## src/awe_pkg.sv

```systemverilog
// Purpose: Constants for the wake event logic
// Assumes: 200 MHz clock, AHB-Lite register access
// Notes:   Register indices; byte address is four times the index
`default_nettype none
package awe_pkg;
   // ***************
   // Register indices
   // ***************
   localparam logic [4:0] IDX_PM1_STS1 = 5'h00;
   localparam logic [4:0] IDX_PM1_STS2 = 5'h01;
   localparam logic [4:0] IDX_PM1_EN1  = 5'h02;
   localparam logic [4:0] IDX_PM1_EN2  = 5'h03;
   localparam logic [4:0] IDX_PM1_CTL1 = 5'h04;
   localparam logic [4:0] IDX_GPE_STS1 = 5'h08;
   localparam logic [4:0] IDX_GPE_EN1  = 5'h09;
   localparam logic [4:0] IDX_PME_STS1 = 5'h0C;
   localparam logic [4:0] IDX_PME_STS2 = 5'h0D;
   localparam logic [4:0] IDX_PME_EN1  = 5'h0E;
   localparam logic [4:0] IDX_PME_EN2  = 5'h0F;
   localparam logic [4:0] IDX_GLOBAL_WAKE_FLAG  = 5'h10;
   localparam logic [4:0] IDX_GLOBAL_WAKE_ENABLE   = 5'h11;
   localparam logic [4:0] IDX_SMI_STS1 = 5'h12;
   localparam logic [4:0] IDX_SMI_EN1  = 5'h14;
   localparam logic [4:0] IDX_SMI_EN2  = 5'h15;
   localparam logic [4:0] IDX_PWR_EN   = 5'h18;
   // ***************
   // Field positions and masks
   // ***************
   localparam int         BIT_PRESS    = 0;
   localparam int         BIT_ALARM    = 2;
   localparam int         BIT_OVR      = 3;
   localparam int         BIT_WAKE     = 7;
   localparam int         BIT_SRC_ALM  = 6;
   localparam int         BIT_DEVINT   = 7;
   localparam int         BIT_SMI2WAKE = 7;
   localparam int         BIT_GPE_SCI  = 0;
   localparam int         BIT_GLOBAL   = 0;
   localparam int         BIT_PWR_BTN  = 7;
   localparam int         ROUTE_LSB    = 1;
   localparam logic [7:0] PM1_STS_MASK = 8'h8D;
   localparam logic [7:0] PM1_EN_MASK  = 8'h0D;
   localparam logic [7:0] CTL1_MASK    = 8'h06;
   localparam logic [7:0] PME1_MASK    = 8'h7F;
   localparam logic [7:0] PME2_MASK    = 8'h07;
   localparam logic [7:0] RESET_BYTE   = 8'h00;
   // ***************
   // Timing
   // ***************
   localparam int CLK_MHZ     = 200;
   localparam int TICK_MS     = 500;
   localparam int OVR_MIN_MS  = 4000;
   localparam int OVR_MAX_MS  = 4500;
   localparam int TICK_CYCLES = TICK_MS * CLK_MHZ * 1000;
   localparam int OVR_TICKS   = OVR_MIN_MS / TICK_MS + 1;
   typedef enum logic [1:0] {
      ROUTE_SERIAL,
      ROUTE_LINE,
      ROUTE_SHARED,
      ROUTE_NONE
   } awe_route_type;
endpackage
`default_nettype wire

```

## src/awe_wake_event_logic.sv

```systemverilog
// Purpose: Wake event collection, SCI/PME/SMI requests, button override
// Assumes: Inputs synchronous to clk; rst is the battery power-on reset
// Notes:   AHB-Lite slave, zero wait states, 8-bit registers in low lanes
//
// The implementer's own choices: the register offsets and the AHB-Lite register port.
`timescale 1ns/1ps
`default_nettype none
module awe_wake_event_logic
   import awe_pkg::*;
#(
   parameter int TICK_CYC = TICK_CYCLES
) (
   // Clock and battery reset
   input  wire logic        clk,
   input  wire logic        rst,
   // AHB-Lite slave
   input  wire logic        hsel,
   input  wire logic [31:0] haddr,
   input  wire logic [1:0]  htrans,
   input  wire logic        hwrite,
   input  wire logic [2:0]  hsize,
   input  wire logic [31:0] hwdata,
   input  wire logic        hready,
   output logic             hreadyout,
   output logic             hresp,
   output logic [31:0]      hrdata,
   // Event sources
   input  wire logic        button_in,
   input  wire logic        system_working,
   input  wire logic        rtc_alarm,
   input  wire logic        alarm_remember,
   input  wire logic        ring_indicator_one_n,
   input  wire logic        ring_indicator_two_n,
   input  wire logic        ring_detect_n,
   input  wire logic        consumer_infrared,
   input  wire logic        keyboard_clock_pin,
   input  wire logic        mouse_clock_pin,
   input  wire logic        gpio_group_irq_one,
   input  wire logic        gpio_group_irq_two,
   input  wire logic        serial_one_receive,
   input  wire logic        infrared_receive_two,
   input  wire logic [7:0]  smi_event,
   // Requests
   output logic             sci_serial_req,
   output logic             sci_irq_line,
   output logic             pme_req_n_out,
   output logic             pme_req_n_oe_n,
   output logic             smi_req,
   output logic             power_on_request_n,
   output logic             power_off_pulse
);
   // ***************
   // State
   // ***************
   typedef struct packed {
      logic [7:0]  pm1_sts;
      logic [7:0]  pm1_en;
      logic [7:0]  pm1_ctl;
      logic [7:0]  general_event_enable_reg;
      logic [7:0]  pme_sts1;
      logic [7:0]  pme_sts2;
      logic [7:0]  pme_en1;
      logic [7:0]  pme_en2;
      logic [7:0]  global_wake_flag;
      logic [7:0]  global_wake_enable;
      logic [7:0]  smi_sts1;
      logic [7:0]  smi_en1;
      logic [7:0]  smi_en2;
      logic [7:0]  pwr_en;
      logic [9:0]  prev;
      logic [31:0] tick_cnt;
      logic [3:0]  half_cnt;
      logic        fired;
      logic [4:0]  dp_idx;
      logic        dp_wr;
      logic [31:0] rdata;
      logic        sci_ser;
      logic        sci_line;
      logic        pme_oe_n;
      logic        smi;
      logic        pwr_on_n;
      logic        pwr_off;
   } awe_state_type;

   awe_state_type s_reg;
   awe_state_type s_next;

   function automatic logic [7:0] rd_byte(input awe_state_type st, input logic [4:0] idx);
      unique case (idx)
         IDX_PM1_STS2: rd_byte = st.pm1_sts;
         IDX_PM1_EN2:  rd_byte = st.pm1_en;
         IDX_PM1_CTL1: rd_byte = st.pm1_ctl;
         IDX_GPE_EN1:  rd_byte = st.general_event_enable_reg;
         IDX_PME_STS1: rd_byte = st.pme_sts1;
         IDX_PME_STS2: rd_byte = st.pme_sts2;
         IDX_PME_EN1:  rd_byte = st.pme_en1;
         IDX_PME_EN2:  rd_byte = st.pme_en2;
         IDX_GLOBAL_WAKE_FLAG:  rd_byte = st.global_wake_flag;
         IDX_GLOBAL_WAKE_ENABLE:   rd_byte = st.global_wake_enable;
         IDX_SMI_STS1: rd_byte = st.smi_sts1;
         IDX_SMI_EN1:  rd_byte = st.smi_en1;
         IDX_SMI_EN2:  rd_byte = st.smi_en2;
         IDX_PWR_EN:   rd_byte = st.pwr_en;
         default:      rd_byte = RESET_BYTE;
      endcase
   endfunction

   // ***************
   // Next state
   // ***************
   logic [7:0]    src1;
   logic [7:0]    src2;
   logic          btn_edge;
   logic          tick;
   logic          held;
   logic          fire;
   logic          wake_ev;
   logic          wr;
   logic [7:0]    wd;
   logic          sci_lvl;
   logic          pme_act;
   logic          smi_wake;
   logic          pme_drive;
   awe_route_type route;

   always_comb begin
      s_next = s_reg;
      wr = s_reg.dp_wr;
      wd = hwdata[7:0];
      btn_edge = button_in & ~s_reg.prev[9];
      src1 = {1'b0, rtc_alarm,
              gpio_group_irq_one & ~s_reg.prev[6],
              (s_reg.prev[5] & ~keyboard_clock_pin) | (s_reg.prev[4] & ~mouse_clock_pin),
              consumer_infrared,
              s_reg.prev[2] & ~ring_detect_n,
              s_reg.prev[1] & ~ring_indicator_two_n,
              s_reg.prev[0] & ~ring_indicator_one_n};
      src2 = {5'h00,
              s_reg.prev[8] & ~infrared_receive_two,
              s_reg.prev[7] & ~serial_one_receive,
              gpio_group_irq_two & ~s_reg.prev[3]};
      s_next.prev = {button_in, infrared_receive_two, serial_one_receive, gpio_group_irq_one,
                     keyboard_clock_pin, mouse_clock_pin, gpio_group_irq_two, ring_detect_n,
                     ring_indicator_two_n, ring_indicator_one_n};

      tick = (s_reg.tick_cnt == 32'(TICK_CYC - 1));
      s_next.tick_cnt = tick ? 32'h0 : s_reg.tick_cnt + 32'h1;
      held = button_in & system_working;
      fire = 1'b0;
      // counts while held, clears on release
      if (!held) begin
         s_next.half_cnt = 4'h0;
         s_next.fired = 1'b0;
      end else if (tick && !s_reg.fired) begin
         s_next.half_cnt = s_reg.half_cnt + 4'h1;
         if (s_next.half_cnt == 4'(OVR_TICKS)) begin
            fire = 1'b1;
            s_next.fired = 1'b1;
         end
      end
      fire = fire & s_reg.pm1_en[BIT_OVR];

      wake_ev = |(src1 & s_reg.pwr_en & PME1_MASK) | (btn_edge & s_reg.pwr_en[BIT_PWR_BTN])
              | (alarm_remember & s_reg.pwr_en[BIT_SRC_ALM]);

      if (wr && s_reg.dp_idx == IDX_PM1_STS2)
         s_next.pm1_sts = s_reg.pm1_sts & ~(wd & PM1_STS_MASK);
      s_next.pm1_sts[BIT_PRESS] = s_next.pm1_sts[BIT_PRESS] | btn_edge;
      s_next.pm1_sts[BIT_ALARM] = s_next.pm1_sts[BIT_ALARM] | rtc_alarm | alarm_remember;
      s_next.pm1_sts[BIT_WAKE] = s_next.pm1_sts[BIT_WAKE] | wake_ev;
      // override flag set, press flag cleared
      if (fire) begin
         s_next.pm1_sts[BIT_OVR] = 1'b1;
         s_next.pm1_sts[BIT_PRESS] = 1'b0;
      end

      if (wr && s_reg.dp_idx == IDX_PME_STS1)
         s_next.pme_sts1 = s_reg.pme_sts1 & ~(wd & PME1_MASK);
      s_next.pme_sts1 = s_next.pme_sts1 | src1;
      if (wr && s_reg.dp_idx == IDX_PME_STS2)
         s_next.pme_sts2 = s_reg.pme_sts2 & ~(wd & PME2_MASK);
      s_next.pme_sts2 = s_next.pme_sts2 | src2;
      if (wr && s_reg.dp_idx == IDX_GLOBAL_WAKE_FLAG)
         s_next.global_wake_flag[BIT_GLOBAL] = s_reg.global_wake_flag[BIT_GLOBAL] & ~wd[BIT_GLOBAL];
      s_next.global_wake_flag[BIT_GLOBAL] = s_next.global_wake_flag[BIT_GLOBAL] | (|src1) | (|src2);
      if (wr && s_reg.dp_idx == IDX_SMI_STS1)
         s_next.smi_sts1 = s_reg.smi_sts1 & ~wd;
      s_next.smi_sts1 = s_next.smi_sts1 | smi_event;

      if (wr) begin
         unique case (s_reg.dp_idx)
            IDX_PM1_EN2:  s_next.pm1_en  = wd & PM1_EN_MASK;
            IDX_PM1_CTL1: s_next.pm1_ctl = wd & CTL1_MASK;
            IDX_GPE_EN1:  s_next.general_event_enable_reg  = {7'h00, wd[BIT_GPE_SCI]};
            IDX_PME_EN1:  s_next.pme_en1 = wd;
            IDX_PME_EN2:  s_next.pme_en2 = wd & PME2_MASK;
            IDX_GLOBAL_WAKE_ENABLE:   s_next.global_wake_enable  = {7'h00, wd[BIT_GLOBAL]};
            IDX_SMI_EN1:  s_next.smi_en1 = wd;
            IDX_SMI_EN2:  s_next.smi_en2 = {wd[BIT_SMI2WAKE], 7'h00};
            IDX_PWR_EN:   s_next.pwr_en  = wd;
            default:      s_next.pwr_en  = s_reg.pwr_en;
         endcase
      end

      // Bus address phase; read data follows any write just made
      s_next.dp_wr = 1'b0;
      s_next.rdata = 32'h0;
      if (hsel && hready && htrans[1]) begin
         if (haddr[31:7] == 25'h0 && hsize == 3'b010) begin
            s_next.dp_idx = haddr[6:2];
            s_next.dp_wr = hwrite;
            if (!hwrite)
               s_next.rdata = {24'h0, rd_byte(s_next, haddr[6:2])};
         end
      end

      // enabled PME sources feed GPE path
      pme_act = |(s_next.pme_sts1 & s_next.pme_en1 & PME1_MASK)
              | (s_next.pme_en1[BIT_DEVINT] & |(s_next.pme_sts2 & s_next.pme_en2));
      s_next.smi = |(s_next.smi_sts1 & s_next.smi_en1);
      // SMI routed into SCI and PME
      smi_wake = s_next.pme_en1[BIT_DEVINT] & s_next.smi_en2[BIT_SMI2WAKE] & s_next.smi;
      sci_lvl = |(s_next.pm1_sts & s_next.pm1_en)
              | (s_next.general_event_enable_reg[BIT_GPE_SCI] & pme_act) | smi_wake;
      route = awe_route_type'(s_next.pm1_ctl[ROUTE_LSB +: 2]);
      s_next.sci_ser = sci_lvl & (route == ROUTE_SERIAL);
      s_next.sci_line = sci_lvl & (route == ROUTE_LINE);
      pme_drive = s_next.global_wake_enable[BIT_GLOBAL]
                & (pme_act | smi_wake | (sci_lvl & (route == ROUTE_SHARED)));
      s_next.pme_oe_n = ~pme_drive;
      s_next.pwr_on_n = ~wake_ev;
      s_next.pwr_off = fire;
   end

   // ***************
   // Registers
   // ***************
   // battery reset restores defaults
   always_ff @(posedge clk or posedge rst) begin
      if (rst) begin
         s_reg <= '0;
         s_reg.prev <= 10'h3FF;
         s_reg.pme_oe_n <= 1'b1;
         s_reg.pwr_on_n <= 1'b1;
      end else begin
         s_reg <= s_next;
      end
   end

   assign hreadyout = 1'b1;
   assign hresp = 1'b0;
   assign hrdata = s_reg.rdata;
   assign sci_serial_req = s_reg.sci_ser;
   assign sci_irq_line = s_reg.sci_line;
   assign pme_req_n_out = 1'b0;
   assign pme_req_n_oe_n = s_reg.pme_oe_n;
   assign smi_req = s_reg.smi;
   assign power_on_request_n = s_reg.pwr_on_n;
   assign power_off_pulse = s_reg.pwr_off;

   // ***************
   // Assertions
   // ***************
   logic [31:0] hold_cyc;
   always_ff @(posedge clk or posedge rst) begin
      if (rst)
         hold_cyc <= 32'h0;
      else
         hold_cyc <= (button_in && system_working) ? hold_cyc + 32'h1 : 32'h0;
   end
endmodule
`default_nettype wire

```

## config.mk

```make
export PLATFORM = sky130hd
export DESIGN_NAME = awe_wake_event_logic
export DESIGN_NICKNAME = d
export VERILOG_FILES = /design/src/awe_pkg.sv /design/src/awe_wake_event_logic.sv
export SDC_FILE = /design/constraint.sdc
export NUM_CORES = 1
export LEC_CHECK = 0
export BUFFER_PORTS_ARGS = -buffer_cell sky130_fd_sc_hd__clkbuf_2
export CAP_MARGIN = 20
export CORE_ASPECT_RATIO = 1.1
export CORE_MARGIN = 5
export CORE_UTILIZATION = 35
export CTS_CLUSTER_SIZE = 28
export DETAILED_ROUTE_END_ITERATION = 8
export SETUP_SLACK_MARGIN = 0.3
export SLEW_MARGIN = 10
export SYNTH_ARGS = -nofsm -noshare
export SYNTH_HDL_FRONTEND = slang
export SYNTH_SLANG_ARGS = --single-unit
```

## constraint.sdc

```tcl
create_clock -name clk -period 11.2 [get_ports clk]
set_clock_uncertainty 0.05 [all_clocks]
set_input_delay 1.68 -clock clk [delete_from_list [all_inputs] [get_ports clk]]
set_output_delay 1.68 -clock clk [all_outputs]
set_load 0.01 [all_outputs]
```

==> metrics.yaml <==
synth:
  yosys_warnings: 0
  ys_async_sr_fraction: 1.00
  synth_compound_area_frac: 0.0976
  synth_area_per_cell_um2: 10.1
  synthesis.area_um2: 7740
  yosysUniqueCellTypes: 69
  synth_top_family_by_area: "simple AND/OR/NAND/NOR gates"
  synth_edf_count: 0
  muxShareOfSynthArea: 0.0465
  synthAdderAreaFrac: 0.00485
  synth_simple_gate_area_frac: 0.223
  netlist_instances: 764
  ys_ff_latch: 162
  synth_xor_area_frac: 0.0351
  ys_seq_area_frac: 0.526
  ys.flop_type: "dfrtp_1"
timing:
  setup_tns_ns: 0
  period_share: 0.327
  period_minus_slack_ns: 3.67
  grt_setup_unrepaired: "no"
  slew_viol_final: 0
  holdWs_ns: 0.418
  tightest_slew_ns: 1.10
  slew_headroom: 0.260
  timing.final.hold_violations: 0
  timing.fmax_ghz: 0.273
  setup_viol: 0
cells_and_area:
  nNetsFinal: 936
  drive_gt1_frac: 0.196
  largest_reg_flops: 147
  seq_area_um2: 4070
  area_growth_pct: 14.9
  fillCellCount: 2195
  multiInputGateArea_um2: 3250
power_and_ir_drop:
  powerDensity_nw_per_um2: 139
  finalPower_mw: 1.23
  p_leak_nw: 4.02
  vdd.ir_drop.worst_mv: 0.0953
detailed_routing:
  viasPerCell: 5.13
  first_pass_iters: 5
  routedWlPerCell_um: 18.3
  routed_wl_um: 21000
  drc: 0
  ant_nets: 0
  routed-via-count: 5876
  drt_iter0_drc: 456
clocking:
  cts_sinks: 162
  cts_tree: "done"
  clk_latency_ns: 0.43
  cts_hold_buf: 0
  clockBufferDepth: 2
  cts-buffers-inserted: 17
  clk_pin_slew_ns: 0.06
  root_buffer: "clkbuf_16"
  cts-htree-levels: 4
  cts_resized: 0
  post-cts-setup-buffers: 0
critical_path:
  cp-start-kind: "primary input"
  critPathCaptureType: "flip-flop"
  critical_path_class: "in2reg"
  cp.required_ns: 11.45
  arrival_ns: 3.91
  cp_max_fo: 3
place:
  hpwl_um: 15300
  port_buffers: 82
  gp_congestion: 0.912
floorplan:
  io_pins: 137
  initial_core_util: 0.352
  rows: 57
  die_x_um: 152
  core_um2: 22000
  dieArea_um2: 25200
  die_y_um: 166
job:
  maxCapViolCount: 0
global_routing:
  grt_pass1_vias: 5962
  grt_pass1_wl_um: 33400
  grt_max_degree: 102
  grt-ovfl-total: 0
  antenna_found_initial: 1
  track_usage: 0.167
status:
  status: "complete, no violations"
worst_hold_path:
  hp-class: "reg2reg"
-- stage by stage --
step	std cells	cell area, um2	util	setup WS [ns]
final	1146	8900	0.405	7.53
after global routing	1145	8890	0.405	7.27
after CTS	1143	8880	0.404	7.36
after detailed placement	1111	8290	0.377	6.92
after global placement	1111	8290	0.377	6.93
after floorplan	789	7840	-	5.11
-- power by group --
| part | internal, mW | total [mW] | leakage, nW | switching, mW |
|---|---|---|---|---|
| Clock | 0.337 | 0.585 | 0.284 | 0.248 |
| Combinational | 0.0164 | 0.0565 | 1.71 | 0.0402 |
| Sequential | 0.590 | 0.591 | 2.03 | 0.000903 |
-- logic make-up (layout without fill, tap and decap cells) --
logic type               after synthesis  after routing
AO/OA/AOI/OAI                        109            109
XOR/XNOR                              31             31
adder cells (fa/ha/maj)                3              3
buffers and inverters                100            161
flip-flops                           162            162
multiplexers                          33             33
other                                  2             28
AND/OR/NAND/NOR                      324            324
-- final timing paths --
kind                                        from                     end  slack [ns]  depth (start not counted)
max in group asynchronous                    rst    s_reg[101]$_DFF_PP0_        8.35                          3
min reg2reg                  s_reg[80]$_DFF_PP0_     s_reg[80]$_DFF_PP0_        0.42                          1
min                          s_reg[80]$_DFF_PP0_     s_reg[80]$_DFF_PP0_        0.42                          1
max reg2reg                s_reg[41]$_DFFE_PP0P_  sci_irq_line$_DFF_PP0_        7.71                          7
max                           gpio_group_irq_one  sci_irq_line$_DFF_PP0_        7.53                          8
min in group asynchronous                    rst     hrdata[3]$_DFF_PP0_        1.39                          2
-- worst max-delay path, cell delays in order --
cell       delay, ns
clkbuf_2        0.10
and3b_1         0.18
a2111oi_0       0.60
nand4_1         0.34
a222oi_1        0.33
o311ai_1        0.25
a211oi_1        0.33
nor3_1          0.10
-- synth_stat cells (4+ instances only) --
cell type	count	area, um2
or4_1	4	30.0
nand3_1	37	185
o21ai_0	24	120
a31oi_1	10	62.6
nand2b_1	15	93.8
nor4_1	9	56.3
mux2i_1	9	90.1
nor2_1	54	203
dfstp_2	12	315
a22oi_1	4	30.0
mux2_2	24	270
inv_1	41	154
nor2b_1	26	163
nor3_1	16	80.1
nor4b_1	4	35.0
o31ai_1	5	37.5
or2_2	4	25.0
xnor2_1	14	123
nand4_1	17	106
and2_1	34	213
buf_4	36	270
a221oi_1	4	35.0
a22o_1	5	43.8
a21oi_1	14	70.1
clkbuf_1	22	82.6
dfrtp_1	150	3750
and3_1	8	50.1
a211oi_1	6	45.0
nand2_1	73	274
xor2_1	17	149
o22ai_1	5	31.3
-- routing by layer --
metal / part of all wire / track usage / vias up / routed length [um]
met5: 0.00052 / 0 / - / 11
met4: 0.030 / 0.0692 / 2 / 638
met3: 0.061 / 0.0427 / 47 / 1290
met2: 0.47 / 0.268 / 198 / 9860
met1: 0.44 / 0.217 / 2873 / 9170
li1: - / - / 2756 / -
-- final cells by class --
| type | count | area share |
|---|---|---|
| clock inverters | 14 | 0.0173 |
| multi-input cells | 527 | 0.366 |
| repair buffers | 88 | 0.0506 |
| inverters | 41 | 0.0179 |
| clock buffers | 18 | 0.0494 |
| well taps | 295 | 0.0415 |
| diodes | 1 | 0.000281 |
| flip-flops and latches | 162 | 0.457 |
-- placed cells by master (no fill, tap or decap), types with 26 or more instances in the layout --
| master | netlist | routed |
|---|---|---|
| nand2_1 | 73 | 73 |
| dfrtp_1 | 150 | 150 |
| nor2_1 | 54 | 54 |
| conb_1 | 2 | 27 |
| clkbuf_2 | 0 | 84 |
| nor2b_1 | 26 | 26 |
| nand3_1 | 37 | 37 |
| inv_1 | 41 | 40 |
| and2_1 | 34 | 34 |
Note: power is estimated with default switching activity, not from simulation.
